### config.mk
export PLATFORM = sky130hd
export DESIGN_NAME = mpc_mode_pin_cfg
export DESIGN_NICKNAME = d
export VERILOG_FILES = /design/src/mpc_pkg.sv /design/src/mpc_mode_pin_cfg.sv /design/src/mpc_sync2.sv /design/src/mpc_watchdog_period_sel.sv
export SDC_FILE = /design/constraint.sdc
export NUM_CORES = 1
export LEC_CHECK = 0
export BUFFER_PORTS_ARGS = -buffer_cell sky130_fd_sc_hd__buf_2
export CAP_MARGIN = 0
export CORE_AREA = 2 2 119 121
export DETAILED_ROUTE_END_ITERATION = 8
export DIE_AREA = 0 0 121 123
export GPL_TIMING_DRIVEN = 0
export PLACE_DENSITY = 0.61
export SLEW_MARGIN = 20
export SYNTH_ARGS = -nofsm -noshare
export SYNTH_HDL_FRONTEND = slang
export SYNTH_SLANG_ARGS = --single-unit
### constraint.sdc
create_clock -name mclk -period 6.6 [get_ports mclk]
set_clock_uncertainty 0.2 [all_clocks]
set_input_delay 0.66 -clock mclk [delete_from_list [all_inputs] [get_ports mclk]]
set_output_delay 0.66 -clock mclk [all_outputs]
set_load 0.1 [all_outputs]
### src/mpc_pkg.sv
// Package with field layout, reset values, timing and types of the mode and pin config register
package mpc_pkg;

   // ------------------------------------------------------------
   // Register layout
   // ------------------------------------------------------------
   localparam logic [15:0] MPC_CFG_OFFSET = 16'h0800;
   localparam int MPC_WD_PERIOD_POS = 28;
   localparam int MPC_REF_SEL_POS = 27;
   localparam int MPC_OUT2_SRC_POS = 22;
   localparam int MPC_TEST_EN_POS = 21;
   localparam int MPC_WAKE_RAIL_POS = 19;
   localparam int MPC_WD_KICK_POS = 18;
   localparam int MPC_WATCHDOG_TIMEOUT_ACTION_POS = 16;
   localparam int MPC_PIN1_DIR_POS = 14;
   localparam int MPC_FAILSAFE_POS = 13;
   localparam int MPC_PIN1_SRC_POS = 10;
   localparam int MPC_SUPPLY_OFF_POS = 9;
   localparam int MPC_WAKE_FUNC_POS = 8;

   // ------------------------------------------------------------
   // Values after reset
   // ------------------------------------------------------------
   localparam logic [1:0] MPC_WD_PERIOD_RST = 2'h0;
   localparam logic MPC_REF_SEL_RST = 1'h1;
   localparam logic [1:0] MPC_OUT2_SRC_RST = 2'h0;
   localparam logic MPC_TEST_EN_RST = 1'h0;
   localparam logic MPC_WAKE_RAIL_RST = 1'h0;
   localparam logic MPC_WD_KICK_RST = 1'h0;
   localparam logic [1:0] MPC_WATCHDOG_TIMEOUT_ACTION_RST = 2'h0;
   localparam logic [1:0] MPC_PIN1_DIR_RST = 2'h0;
   localparam logic MPC_FAILSAFE_RST = 1'h0;
   localparam logic [1:0] MPC_PIN1_SRC_RST = 2'h1;
   localparam logic MPC_SUPPLY_OFF_RST = 1'h0;
   localparam logic MPC_WAKE_FUNC_RST = 1'h0;

   // ------------------------------------------------------------
   // Field codes
   // ------------------------------------------------------------
   localparam logic [1:0] MPC_ACT_IRQ = 2'h0;
   localparam logic [1:0] MPC_ACT_SUPPLY = 2'h1;
   localparam logic [1:0] MPC_ACT_WDO = 2'h2;
   localparam logic [1:0] MPC_OUT2_NONE = 2'h0;
   localparam logic [1:0] MPC_OUT2_CORE0 = 2'h1;
   localparam logic [1:0] MPC_OUT2_WDO = 2'h2;
   localparam logic [1:0] MPC_OUT2_IRQ = 2'h3;
   localparam logic [1:0] MPC_DIR_OUT = 2'h0;
   localparam logic [1:0] MPC_DIR_IN = 2'h2;
   localparam logic [1:0] MPC_SRC_SPI = 2'h0;
   localparam logic [1:0] MPC_SRC_CORE1 = 2'h1;
   localparam logic [1:0] MPC_SRC_UVT = 2'h2;

   // ------------------------------------------------------------
   // Timing at 125 MHz
   // ------------------------------------------------------------
   localparam longint MPC_CLK_KHZ = 125000;
   localparam longint MPC_WD_T0_MS = 60;
   localparam longint MPC_WD_T1_MS = 600;
   localparam longint MPC_WD_T2_MS = 3000;
   localparam longint MPC_WD_T3_MS = 6000;
   localparam longint MPC_PULSE_MS = 300;
   localparam logic [31:0] MPC_WD_T0_CYC = 32'(MPC_WD_T0_MS * MPC_CLK_KHZ);
   localparam logic [31:0] MPC_WD_T1_CYC = 32'(MPC_WD_T1_MS * MPC_CLK_KHZ);
   localparam logic [31:0] MPC_WD_T2_CYC = 32'(MPC_WD_T2_MS * MPC_CLK_KHZ);
   localparam logic [31:0] MPC_WD_T3_CYC = 32'(MPC_WD_T3_MS * MPC_CLK_KHZ);
   localparam logic [31:0] MPC_PULSE_CYC = 32'(MPC_PULSE_MS * MPC_CLK_KHZ);

   // ------------------------------------------------------------
   // Types
   // ------------------------------------------------------------
   typedef struct packed {
      logic [1:0] wd_period_sel;
      logic ref_sel;
      logic [1:0] out2_source_sel;
      logic test_en;
      logic wake_req_rail_sel;
      logic [1:0] watchdog_timeout_action;
      logic [1:0] pin1_direction_sel;
      logic failsafe_en;
      logic [1:0] pin1_output_source_sel;
      logic supply_ctrl_pin_off;
      logic wake_req_function_sel;
   } mpc_cfg_t;

   typedef struct packed {
      logic [1:0] can_core_irq;
      logic irq_out_pin;
      logic spi_fault_irq;
      logic uv_thermal_irq;
      logic wake_irq;
   } mpc_irq_t;

   typedef enum logic [2:0] {
      MPC_IDLE = 3'h1,
      MPC_SUPPLY_PULSE = 3'h2,
      MPC_WDO_PULSE = 3'h4
   } mpc_pulse_state_t;

endpackage

### src/mpc_mode_pin_cfg.sv
// Mode and pin configuration register with watchdog and pin routing
`timescale 1ns/1ps
module mpc_mode_pin_cfg
#(
   parameter logic [31:0] WD_T0_CYC = mpc_pkg::MPC_WD_T0_CYC,
   parameter logic [31:0] WD_T1_CYC = mpc_pkg::MPC_WD_T1_CYC,
   parameter logic [31:0] WD_T2_CYC = mpc_pkg::MPC_WD_T2_CYC,
   parameter logic [31:0] WD_T3_CYC = mpc_pkg::MPC_WD_T3_CYC,
   parameter logic [31:0] PULSE_CYC = mpc_pkg::MPC_PULSE_CYC
)
(
   input wire logic mclk,
   input wire logic rst,
   input wire logic reg_wr,
   input wire logic [31:0] reg_wdata,
   output logic [31:0] reg_rdata_r,
   input wire logic watchdog_en,
   input wire logic wd_irq_clr,
   input wire mpc_pkg::mpc_irq_t irq_in,
   input wire logic general_pin1_in,
   output logic general_pin1_out_r,
   output logic general_pin1_oe_r,
   output logic out2_pin_r,
   output logic supply_control_pin_r,
   output logic supply_control_pin_oe_r,
   output logic wake_request_pin_out_r,
   output logic wake_request_pin_oe_r,
   output logic wake_req_rail_r,
   output logic wd_irq_flag_r,
   output logic standby_req_r,
   output logic ref_is_40m_r,
   output logic test_mode_r,
   output logic failsafe_en_r
);

   // ------------------------------------------------------------
   // Configuration storage
   // ------------------------------------------------------------
   mpc_pkg::mpc_cfg_t cfg_r;
   logic kick_r;
   logic timeout;
   logic pin1_sync;
   logic pin1_prev_r;
   logic pin_kick;
   logic host_kick;
   logic [31:0] period_cyc;
   mpc_pkg::mpc_pulse_state_t state_r;
   mpc_pkg::mpc_pulse_state_t state_nxt;
   logic [31:0] pulse_cnt_r;
   logic pulse_done;
   logic wdo_level_r;

   // Only defined fields are stored; reserved bits are never kept
   always_ff @(posedge mclk)
   begin
      if (rst)
      begin
         cfg_r.wd_period_sel <= mpc_pkg::MPC_WD_PERIOD_RST;
         cfg_r.ref_sel <= mpc_pkg::MPC_REF_SEL_RST;
         cfg_r.out2_source_sel <= mpc_pkg::MPC_OUT2_SRC_RST;
         cfg_r.test_en <= mpc_pkg::MPC_TEST_EN_RST;
         cfg_r.wake_req_rail_sel <= mpc_pkg::MPC_WAKE_RAIL_RST;
         cfg_r.watchdog_timeout_action <= mpc_pkg::MPC_WATCHDOG_TIMEOUT_ACTION_RST;
         cfg_r.pin1_direction_sel <= mpc_pkg::MPC_PIN1_DIR_RST;
         cfg_r.failsafe_en <= mpc_pkg::MPC_FAILSAFE_RST;
         cfg_r.pin1_output_source_sel <= mpc_pkg::MPC_PIN1_SRC_RST;
         cfg_r.supply_ctrl_pin_off <= mpc_pkg::MPC_SUPPLY_OFF_RST;
         cfg_r.wake_req_function_sel <= mpc_pkg::MPC_WAKE_FUNC_RST;
      end
      else if (reg_wr)
      begin
         cfg_r.wd_period_sel <= reg_wdata[mpc_pkg::MPC_WD_PERIOD_POS +: 2];
         cfg_r.ref_sel <= reg_wdata[mpc_pkg::MPC_REF_SEL_POS];
         cfg_r.out2_source_sel <= reg_wdata[mpc_pkg::MPC_OUT2_SRC_POS +: 2];
         cfg_r.test_en <= reg_wdata[mpc_pkg::MPC_TEST_EN_POS];
         cfg_r.wake_req_rail_sel <= reg_wdata[mpc_pkg::MPC_WAKE_RAIL_POS];
         cfg_r.watchdog_timeout_action <= reg_wdata[mpc_pkg::MPC_WATCHDOG_TIMEOUT_ACTION_POS +: 2];
         cfg_r.pin1_direction_sel <= reg_wdata[mpc_pkg::MPC_PIN1_DIR_POS +: 2];
         cfg_r.failsafe_en <= reg_wdata[mpc_pkg::MPC_FAILSAFE_POS];
         cfg_r.pin1_output_source_sel <= reg_wdata[mpc_pkg::MPC_PIN1_SRC_POS +: 2];
         cfg_r.supply_ctrl_pin_off <= reg_wdata[mpc_pkg::MPC_SUPPLY_OFF_POS];
         cfg_r.wake_req_function_sel <= reg_wdata[mpc_pkg::MPC_WAKE_FUNC_POS];
      end
   end

   // ------------------------------------------------------------
   // Read-back
   // ------------------------------------------------------------
   // One cycle behind the state, so a read sees a settled word
   always_ff @(posedge mclk)
   begin
      if (rst)
         reg_rdata_r <= 32'h0;
      else
      begin
         reg_rdata_r <= 32'h0;
         reg_rdata_r[mpc_pkg::MPC_WD_PERIOD_POS +: 2] <= cfg_r.wd_period_sel;
         reg_rdata_r[mpc_pkg::MPC_REF_SEL_POS] <= cfg_r.ref_sel;
         reg_rdata_r[mpc_pkg::MPC_OUT2_SRC_POS +: 2] <= cfg_r.out2_source_sel;
         reg_rdata_r[mpc_pkg::MPC_TEST_EN_POS] <= cfg_r.test_en;
         reg_rdata_r[mpc_pkg::MPC_WAKE_RAIL_POS] <= cfg_r.wake_req_rail_sel;
         reg_rdata_r[mpc_pkg::MPC_WD_KICK_POS] <= kick_r;
         reg_rdata_r[mpc_pkg::MPC_WATCHDOG_TIMEOUT_ACTION_POS +: 2] <= cfg_r.watchdog_timeout_action;
         reg_rdata_r[mpc_pkg::MPC_PIN1_DIR_POS +: 2] <= cfg_r.pin1_direction_sel;
         reg_rdata_r[mpc_pkg::MPC_FAILSAFE_POS] <= cfg_r.failsafe_en;
         reg_rdata_r[mpc_pkg::MPC_PIN1_SRC_POS +: 2] <= cfg_r.pin1_output_source_sel;
         reg_rdata_r[mpc_pkg::MPC_SUPPLY_OFF_POS] <= cfg_r.supply_ctrl_pin_off;
         reg_rdata_r[mpc_pkg::MPC_WAKE_FUNC_POS] <= cfg_r.wake_req_function_sel;
      end
   end

   // ------------------------------------------------------------
   // Watchdog trigger sources
   // ------------------------------------------------------------
   mpc_sync2 u_pin1_sync
   (
      .mclk(mclk),
      .rst(rst),
      .d(general_pin1_in),
      .q(pin1_sync)
   );

   always_ff @(posedge mclk)
   begin
      if (rst)
         pin1_prev_r <= 1'h0;
      else
         pin1_prev_r <= pin1_sync;
   end

   // Rising edge on pin 1 kicks only while it is configured as input
   assign pin_kick = (cfg_r.pin1_direction_sel == mpc_pkg::MPC_DIR_IN)
                     && pin1_sync && !pin1_prev_r;
   assign host_kick = reg_wr && reg_wdata[mpc_pkg::MPC_WD_KICK_POS];

   always_comb
   begin
      case (cfg_r.wd_period_sel)
         2'h0: period_cyc = WD_T0_CYC;
         2'h1: period_cyc = WD_T1_CYC;
         2'h2: period_cyc = WD_T2_CYC;
         default: period_cyc = WD_T3_CYC;
      endcase
   end

   mpc_watchdog_period_sel u_watchdog_period_sel
   (
      .mclk(mclk),
      .rst(rst),
      .enable(watchdog_en),
      .restart(host_kick || pin_kick),
      .limit(period_cyc),
      .timeout(timeout)
   );

   // ------------------------------------------------------------
   // Kick bit and watchdog flag
   // ------------------------------------------------------------
   // Timeout wins over a kick landing in the same cycle
   always_ff @(posedge mclk)
   begin
      if (rst)
         kick_r <= mpc_pkg::MPC_WD_KICK_RST;
      else if (timeout)
         kick_r <= 1'h1;
      else if (host_kick)
         kick_r <= 1'h0;
   end

   always_ff @(posedge mclk)
   begin
      if (rst)
         wd_irq_flag_r <= 1'h0;
      else if (timeout)
         wd_irq_flag_r <= 1'h1;
      else if (wd_irq_clr)
         wd_irq_flag_r <= 1'h0;
   end

   // ------------------------------------------------------------
   // Timeout action sequencer
   // ------------------------------------------------------------
   assign pulse_done = (pulse_cnt_r >= PULSE_CYC - 32'h1);

   always_comb
   begin
      state_nxt = state_r;
      case (state_r)
         mpc_pkg::MPC_IDLE:
         begin
            if (timeout && cfg_r.watchdog_timeout_action == mpc_pkg::MPC_ACT_SUPPLY)
               state_nxt = mpc_pkg::MPC_SUPPLY_PULSE;
            else if (timeout && cfg_r.watchdog_timeout_action == mpc_pkg::MPC_ACT_WDO)
               state_nxt = mpc_pkg::MPC_WDO_PULSE;
         end
         mpc_pkg::MPC_SUPPLY_PULSE,
         mpc_pkg::MPC_WDO_PULSE:
         begin
            if (pulse_done)
               state_nxt = mpc_pkg::MPC_IDLE;
         end
         default:
         begin
            state_nxt = mpc_pkg::MPC_IDLE;
         end
      endcase
   end

   // Reserved action code only raises the flag and the kick bit
   always_ff @(posedge mclk)
   begin
      if (rst)
         state_r <= mpc_pkg::MPC_IDLE;
      else
         state_r <= state_nxt;
   end

   always_ff @(posedge mclk)
   begin
      if (rst || state_r == mpc_pkg::MPC_IDLE)
         pulse_cnt_r <= 32'h0;
      else
         pulse_cnt_r <= pulse_cnt_r + 32'h1;
   end

   always_ff @(posedge mclk)
   begin
      if (rst)
         standby_req_r <= 1'h0;
      else
         standby_req_r <= timeout && cfg_r.watchdog_timeout_action == mpc_pkg::MPC_ACT_SUPPLY;
   end

   // Watchdog output, active low: held by flag or pulsed
   always_ff @(posedge mclk)
   begin
      if (rst)
         wdo_level_r <= 1'h1;
      else if (state_nxt == mpc_pkg::MPC_WDO_PULSE)
         wdo_level_r <= 1'h0;
      else if (cfg_r.watchdog_timeout_action == mpc_pkg::MPC_ACT_IRQ)
         wdo_level_r <= !(wd_irq_flag_r || timeout);
      else
         wdo_level_r <= 1'h1;
   end

   // ------------------------------------------------------------
   // Pin drivers
   // ------------------------------------------------------------
   always_ff @(posedge mclk)
   begin
      if (rst)
      begin
         out2_pin_r <= 1'h1;
      end
      else
      begin
         case (cfg_r.out2_source_sel)
            mpc_pkg::MPC_OUT2_CORE0: out2_pin_r <= !irq_in.can_core_irq[0];
            mpc_pkg::MPC_OUT2_WDO: out2_pin_r <= wdo_level_r;
            mpc_pkg::MPC_OUT2_IRQ: out2_pin_r <= irq_in.irq_out_pin;
            default: out2_pin_r <= 1'h1;
         endcase
      end
   end

   always_ff @(posedge mclk)
   begin
      if (rst)
      begin
         general_pin1_out_r <= 1'h1;
         general_pin1_oe_r <= 1'h0;
      end
      else
      begin
         general_pin1_oe_r <= (cfg_r.pin1_direction_sel == mpc_pkg::MPC_DIR_OUT);
         case (cfg_r.pin1_output_source_sel)
            mpc_pkg::MPC_SRC_SPI: general_pin1_out_r <= !irq_in.spi_fault_irq;
            mpc_pkg::MPC_SRC_CORE1: general_pin1_out_r <= !irq_in.can_core_irq[1];
            mpc_pkg::MPC_SRC_UVT: general_pin1_out_r <= !irq_in.uv_thermal_irq;
            default: general_pin1_out_r <= 1'h1;
         endcase
      end
   end

   // Supply pin idles high; a disabled pin is released, not driven
   always_ff @(posedge mclk)
   begin
      if (rst)
      begin
         supply_control_pin_r <= 1'h1;
         supply_control_pin_oe_r <= 1'h1;
      end
      else
      begin
         supply_control_pin_r <= (state_nxt != mpc_pkg::MPC_SUPPLY_PULSE);
         supply_control_pin_oe_r <= !cfg_r.supply_ctrl_pin_off;
      end
   end

   // On the io rail the wake pin is open drain: enable only to pull low
   always_ff @(posedge mclk)
   begin
      if (rst)
      begin
         wake_request_pin_out_r <= 1'h1;
         wake_request_pin_oe_r <= 1'h1;
         wake_req_rail_r <= mpc_pkg::MPC_WAKE_RAIL_RST;
      end
      else
      begin
         wake_req_rail_r <= cfg_r.wake_req_rail_sel;
         if (cfg_r.wake_req_function_sel)
         begin
            wake_request_pin_out_r <= !irq_in.wake_irq;
            wake_request_pin_oe_r <= !cfg_r.wake_req_rail_sel || irq_in.wake_irq;
         end
         else
         begin
            wake_request_pin_out_r <= supply_control_pin_r;
            wake_request_pin_oe_r <= !cfg_r.wake_req_rail_sel || !supply_control_pin_r;
         end
      end
   end

   // ------------------------------------------------------------
   // Mode outputs
   // ------------------------------------------------------------
   always_ff @(posedge mclk)
   begin
      if (rst)
      begin
         ref_is_40m_r <= mpc_pkg::MPC_REF_SEL_RST;
         test_mode_r <= mpc_pkg::MPC_TEST_EN_RST;
         failsafe_en_r <= mpc_pkg::MPC_FAILSAFE_RST;
      end
      else
      begin
         ref_is_40m_r <= cfg_r.ref_sel;
         test_mode_r <= cfg_r.test_en;
         failsafe_en_r <= cfg_r.failsafe_en;
      end
   end

endmodule

### src/mpc_sync2.sv
// Two-stage synchroniser for a pin input
`timescale 1ns/1ps
module mpc_sync2
(
   input wire logic mclk,
   input wire logic rst,
   input wire logic d,
   output logic q
);
   logic meta_r;

   always_ff @(posedge mclk)
   begin
      if (rst)
      begin
         meta_r <= 1'h0;
         q <= 1'h0;
      end
      else
      begin
         meta_r <= d;
         q <= meta_r;
      end
   end
endmodule

### src/mpc_watchdog_period_sel.sv
// Watchdog period counter with restart and timeout pulse
`timescale 1ns/1ps
module mpc_watchdog_period_sel
(
   input wire logic mclk,
   input wire logic rst,
   input wire logic enable,
   input wire logic restart,
   input wire logic [31:0] limit,
   output logic timeout
);
   logic [31:0] count_r;

   always_ff @(posedge mclk)
   begin
      if (rst || restart || !enable)
      begin
         count_r <= 32'h0;
         timeout <= 1'h0;
      end
      else if (count_r >= limit - 32'h1)
      begin
         count_r <= 32'h0;
         timeout <= 1'h1;
      end
      else
      begin
         count_r <= count_r + 32'h1;
         timeout <= 1'h0;
      end
   end
endmodule

==> results of run 1 <==
==> cells in the final DEF, fill, tap and decap left out, types with 5 or more instances in the layout <==
cell type | synthesis | layout
nor2b_1 | 23 | 23
nor4_1 | 10 | 10
clkinv_2 | 0 | 6
or3_1 | 6 | 6
nand3_1 | 21 | 21
mux2i_1 | 16 | 16
clkbuf_1 | 16 | 17
ha_1 | 27 | 27
inv_1 | 14 | 14
o21ai_0 | 17 | 17
conb_1 | 1 | 16
and3_1 | 5 | 5
dfxtp_1 | 116 | 116
nor4bb_1 | 5 | 5
buf_4 | 18 | 18
nor2_1 | 59 | 59
clkbuf_8 | 0 | 5
and4_1 | 11 | 11
buf_2 | 2 | 59
xor2_1 | 25 | 25
nand2_1 | 23 | 23
clkbuf_16 | 0 | 17
nor3_1 | 36 | 36
xnor2_1 | 28 | 28
a21oi_1 | 16 | 16
buf_1 | 5 | 5
nand4_1 | 18 | 18
==> state kept, by name, summed over array words and instances, names as in the netlist, 3 cells and up <==
register and flops:
state_r 3, reg_rdata_r 17, pulse_cnt_r 32, u_watchdog_period_sel.count_r 32, cfg_r 16
==> stage by stage <==
step	area, um2	utilization (%)	hold slack (ns)	worst slack [ns]
3_3_place_gp	5880	43.2	0.196	3.61
5_1_grt	6450	47.4	0.237	3.30
4_1_cts	6450	47.4	0.214	3.45
2_1_floorplan	5370	-	0.191	4.03
6_report	6450	47.4	0.208	3.50
3_5_place_dp	5880	43.2	0.205	3.48
==> worst paths after layout <==
| path | start | end | cells after the start |
|---|---|---|---|
| max | cfg_r[14] | u_watchdog_period_sel.count_r[3] | 10 |
| min reg2reg | cfg_r[1] | supply_control_pin_oe_r | 1 |
| min | cfg_r[1] | supply_control_pin_oe_r | 1 |
| max reg2reg | cfg_r[14] | u_watchdog_period_sel.count_r[3] | 10 |
==> metal layers <==
| metal | wire length [um] | up-vias | GRT usage, % |
|---|---|---|---|
| met5 | 0 | - | 0 |
| met4 | 153 | 0 | 6.61 |
| met3 | 526 | 17 | 4.34 |
| met2 | 5370 | 107 | 26.9 |
| met1 | 5620 | 1979 | 21.0 |
| li1 | - | 2192 | - |
==> layout make-up <==
| cell class | count | area, um2 |
|---|---|---|
| Sequential cell | 116 | 2320 |
| Clock inverter | 9 | 76.3 |
| Timing Repair Buffer | 57 | 285 |
| Inverter | 14 | 52.6 |
| Fill cell | 1309 | 7160 |
| Clock buffer | 23 | 498 |
| Multi-Input combinational cell | 418 | 2770 |
| Buffer | 41 | 224 |
| Tap cell | 180 | 225 |
==> logic make-up after synthesis <==
| logic type | share of synthesized area [%] |
|---|---|
| compound gates | 6.72 |
| xor+xnor | 8.74 |
| simple gates | 26.2 |
| flops | 43.7 |
| fa+ha+maj | 6.36 |
| buf+inv | 5.21 |
| mux | 3.02 |
| other cells | 0.0706 |
==> Yosys cell counts, drive strengths merged, types with 5 or more instances <==
cell / number / area (um2)
a21oi: 16 / 80.1
and3: 5 / 31.3
and4: 12 / 106
buf: 25 / 164
clkbuf: 16 / 60.1
dfxtp: 116 / 2320
ha: 27 / 338
inv: 14 / 52.6
mux2i: 16 / 160
nand2: 23 / 86.3
nand3: 22 / 115
nand4: 18 / 113
nor2: 59 / 221
nor2b: 23 / 144
nor3: 37 / 190
nor4: 10 / 62.6
nor4bb: 5 / 50.1
o21ai: 17 / 85.1
or3: 7 / 48.8
or4: 5 / 41.3
xnor2: 28 / 245
xor2: 25 / 219
==> power by group <==
group          total (mW)  internal (mW)  leakage, nW  switching (mW)
sequential          0.725          0.716        0.943         0.00823
clock               0.873          0.563        0.288           0.310
combinational       0.167         0.0387         1.30           0.128
total                1.76           1.32         2.53           0.446
==> worst max-delay path: cells and delay by family, from the launching register on <==
kind	cells	cell delay, ns
AOI/OAI and AO/OA	5	1.17
adders and majority gates	2	0.60
DFF	1	0.41
buffers and inverters	2	0.38
and+or+nand+nor	1	0.26
==> summary.md, run 1 <==
| Metric | Value |
|---|---|
| Crit path largest cell delay | 0.41 ns |
| Post-synth top flop | dfxtp_1 |
| Leak | 2.53 nW |
| Setup Viol. Count Final | 0 |
| Site Rows | 43 |
| Worst-Margin Slew | 0.865 ns |
| Clock sinks | 116 |
| Minimum clock period | 3.10 ns |
| CTS tree | yes |
| FF+latch count, synth | 116 |
| Setup total negative slack | 0 ns |
| Initial antenna violation count | 0 |
| Sequential-to-total area share from yosys stat | 43.7% |
| P&R area growth vs syn | 21.5% |
| Synth cell types | 57 |
| Hold Fails Final Rpt | 0 |
| Post-CTS setup buffers | 0 |
| Asr flop ratio synth | 0% |
| Avg Vias per Cell | 5.01 |
| Port Buffers | 57 |
| Placed cells | 826 |
| # resized after CTS | 0 |
| Non-filler cells, final | 858 |
| Core area | 13600 um2 |
| Critical Path, Cell by Cell | inv_1 > ha_1 > o21ai_0 > ha_1 > a21o_1 > a211oi_1 > o21ai_0 > o2111a_1 > buf_1 > nor3_1 |
| Worst skew pair latency | 0.41 ns |
| Pins Over Slew Limit | 0 |
| Kind of critical path | reg -> reg |
| Mapped Cells | 574 |
| Slowest cell on crit path | dfxtp_1 |
| Antenna Violating Nets Remaining | 0 |
| Mapped cell area | 5310 um2 |
| Total wire length | 11700 um |
| RSZ-0062 raised after global routing | no |
| DRC viols | 0 |
| Setup crit start kind | flip-flop |
| Crit end category | flip-flop |
| Power after layout | 1.76 mW |
| Die W | 121 um |
| Dpl hpwl | 8520 um |
| Status | finished, final reports clean |
| Initial core utilization | 39.0% |
| Clk buf depth | 2 |
| CTS clk-pin slew, worst paths | 0.06 ns |
| Total GRT Usage | 16.6% |
| Pwr/cell area | 274 nW/um2 |
| Worst path arrival time | 3.22 ns |
| # diodes | 0 |
| Vias in the first global route | 4144 |
| Slew margin rel. | 41.8% |
| CTS root buffer | clkbuf_16 |
| Achievable Freq | 0.322 GHz |
| Die ar. | 14900 um2 |
| First-pass GRT wire length | 19500 um |
| Post-synth EDFFs | 0 |
| Per-cell routed wire length | 13.6 um |
| TritonRoute pass-1 iters | 5 |
| Routed vias | 4295 |
| Peak VDD IR | 0.167 mV |
| Syn avg cell area | 9.25 um2 |
| R2r setup slk | 3.50 ns |
| Share of cells above drive strength 1 | 17.1% |
| H-tree depth | 4 |
| Reported max-cap violation count | 0 |
| Grt ovf | 0 |
| Part of the cycle the worst path needs | 47.0% |
| Hold Crit Class | reg -> reg |
| Die H | 123 um |
| Iter 0 DRT Violations | 247 |
| Count of yosys warnings during synthesis | 0 |
| Fin nets | 736 |
| WP data required | 6.72 ns |
| Largest net degree at the start of global routing | 17 |
| GP Congestion | 0.803 |
| Post-CTS Hold Buffers | 0 |
| Io pins | 89 |
| Critical-path maximum fanout | 10 |
| TritonCTS buffer count | 17 |
Power figures use the tool's default switching activity.
==> run 2: changes to the inputs <==
==> constraint.sdc (replaced) <==
create_clock -name mclk -period 3.1 [get_ports mclk]
set_clock_uncertainty 0.2 [all_clocks]
set_input_delay 0.31 -clock mclk [delete_from_list [all_inputs] [get_ports mclk]]
set_output_delay 0.31 -clock mclk [all_outputs]
set_load 0.1 [all_outputs]
==> run 2 against run 1 <==
Net effect:
- count of clock-buffer cells in the layout stayed put
- non-clock buffer count is 19 higher
- critical path depth stayed put
- clock power is 110% higher
- sequential share of layout area is 1.1 points lower
- power is 110% higher
- utilization is 1.5 points higher
- wire length is 1.5% higher
- sequential power is 110% higher
- register-to-register slack worse by 3.3 ns
- critical endpoint unchanged
- largest power group unchanged
==> summary.md, run 2 (same netlist as run 1, synthesis figures left out) <==
| Metric | Value |
|---|---|
| Kind of cell adding the most delay to the critical path | compound AO/OA/AOI/OAI gates |
| Avg Vias per Cell | 4.95 |
| Part of the cycle the worst path needs | 92.7% |
| Crit end category | flip-flop |
| Reported max-cap violation count | 0 |
| CTS root buffer | clkbuf_16 |
| Die H | 123 um |
| Minimum clock period | 2.87 ns |
| Post-CTS setup buffers | 0 |
| Most frequent cells in the layout | dfxtp_1, nor2_1, buf_2 |
| Peak VDD IR | 0.359 mV |
| FILL cells | 1283 |
| Register area | 2320 um2 |
| Metal-1 WL | 5700 um |
| Kind of critical path | reg -> reg |
| Setup crit start kind | flip-flop |
| Placed cell area | 5880 um2 |
| Die ar. | 14900 um2 |
| Die W | 121 um |
| Port Buffers | 57 |
| Clk buf depth | 2 |
| Design area | 6660 um2 |
| H-tree depth | 4 |
| CTS tree | yes |
| Io pins | 89 |
| Crit path largest cell delay | 0.42 ns |
| Leak | 2.63 nW |
| Initial antenna violation count | 0 |
| Grt ovf | 0 |
| Fin nets | 755 |
| Critical Path, Cell by Cell | inv_1 > ha_1 > o21ai_2 > ha_1 > a21o_1 > a211oi_1 > o21ai_0 > o2111a_1 > clkbuf_2 > nor3_1 |
| Iter 0 DRT Violations | 249 |
| Wire length on met3 | 502 um |
| Critical-path maximum fanout | 10 |
| Achievable Freq | 0.348 GHz |
| Power after layout | 3.78 mW |
| CTS clk-pin slew, worst paths | 0.05 ns |
| Most common cell after layout, fill and taps aside | dfxtp_1 |
| Area of the multi-input gates | 2770 um2 |
| Per-cell routed wire length | 13.5 um |
| Pins Over Slew Limit | 0 |
| Slowest cell on crit path | dfxtp_1 |
| CP dominant cell by count | ha_1 |
| Site Rows | 43 |
| Core area | 13600 um2 |
| Setup Viol. Count Final | 0 |
| TritonCTS buffer count | 17 |
| Total wire length | 11800 um |
| Top Metal Used | met4 |
| Total GRT Usage | 16.8% |
| Worst path arrival time | 3.00 ns |
| Worst-Margin Slew | 0.890 ns |
| RSZ-0062 raised after global routing | no |
| First-pass GRT wire length | 19800 um |
| WP data required | 3.22 ns |
| Slew margin rel. | 40.1% |
| Pwr/cell area | 568 nW/um2 |
| Status | finished, final reports clean |
| Largest net degree at the start of global routing | 17 |
| Hold Fails Final Rpt | 0 |
| Clock sinks | 116 |
| Hold Crit Class | in -> reg |
| Initial core utilization | 39.0% |
| TritonRoute pass-1 iters | 4 |
| Final core occ | 48.9% |
| Worst skew pair latency | 0.41 ns |
| Vias in the first global route | 4258 |
| Share of cells above drive strength 1 | 17.8% |
| Met2 wire len | 5480 um |
| GP Congestion | 0.803 |
| Dpl hpwl | 8520 um |
| P&R area growth vs syn | 25.3% |
| Antenna Violating Nets Remaining | 0 |
| # diodes | 0 |
| Routed vias | 4341 |
| Regs by FF count | pulse_cnt_r: 32 flops, u_watchdog_period_sel.count_r: 32 flops, reg_rdata_r: 17 flops |
| DRC viols | 0 |
| Critical path buffers and inverters | 2 |
-- run 2: cell count changes in the layout (fill, tap and decap cells not counted), sizes merged --
cell         previous run  this run
clkbuf                 39        42
buf                    82        79
dlygate4sd3             0        19
-- run 2: area by class of cell --
type                    count  area share, %
plain buffers              41           3.48
clock buffers              23           7.48
clock inverters             9           1.15
inverters                  14          0.790
multi-input cells         418           41.7
flip-flops and latches    116           34.9
well taps                 180           3.38
repair buffers             76           7.14
-- run 2: worst reg2reg max path: stages (launching register included) --
cell      delay [ns]
dfxtp_1         0.42
inv_1           0.12
ha_1            0.29
o21ai_2         0.20
ha_1            0.27
a21o_1          0.18
a211oi_1        0.21
o21ai_0         0.12
o2111a_1        0.32
clkbuf_2        0.23
nor3_1          0.23
-- run 2: timing repair --
action / 4_1_cts / 5_1_grt
gates resized for setup: 1 / 11
hold buffers: 19 / 0
hold endpoints to repair: 19 / 0
pin swaps: 0 / 0
endpoints found under the setup margin: 14 / 30
-- run 2: worst paths after layout --
| check | from | endpoint | slack (ns) | cells past startpoint |
|---|---|---|---|---|
| hold reg to reg | cfg_r[1] | supply_control_pin_oe_r | 0.21 | 1 |
| hold / removal | irq_in[5] | general_pin1_out_r | 0.02 | 4 |
| setup reg to reg | cfg_r[14] | u_watchdog_period_sel.count_r[3] | 0.23 | 10 |
| setup / recovery | cfg_r[14] | u_watchdog_period_sel.count_r[3] | 0.23 | 10 |
-- run 2: stage by stage --
| step | worst slack [ns] | setup TNS [ns] | hold WS (ns) | cells |
|---|---|---|---|---|
| after floorplan | 0.533 | 0 | 0.191 | 589 |
| after global placement | 0.108 | 0 | 0.196 | 826 |
| after detailed placement | -0.0154 | -0.0205 | 0.205 | 826 |
| after CTS | 0.0489 | 0 | 0.0176 | 877 |
| after global routing | 0.0365 | 0 | 0.0469 | 877 |
| final | 0.226 | 0 | 0.0190 | 877 |
-- run 2: metal layers --
metal / up-vias / GRT usage (%)
met2: 97 / 27.5
met5: - / 0
met4: 0 / 6.61
met1: 1994 / 21.1
met3: 14 / 4.34
li1: 2236 / -
-- run 2: report_power, final --
| group | internal (mW) | switching, mW | leakage [nW] |
|---|---|---|---|
| sequential | 1.53 | 0.0178 | 0.943 |
| combinational | 0.0991 | 0.278 | 1.40 |
| clock | 1.20 | 0.661 | 0.288 |
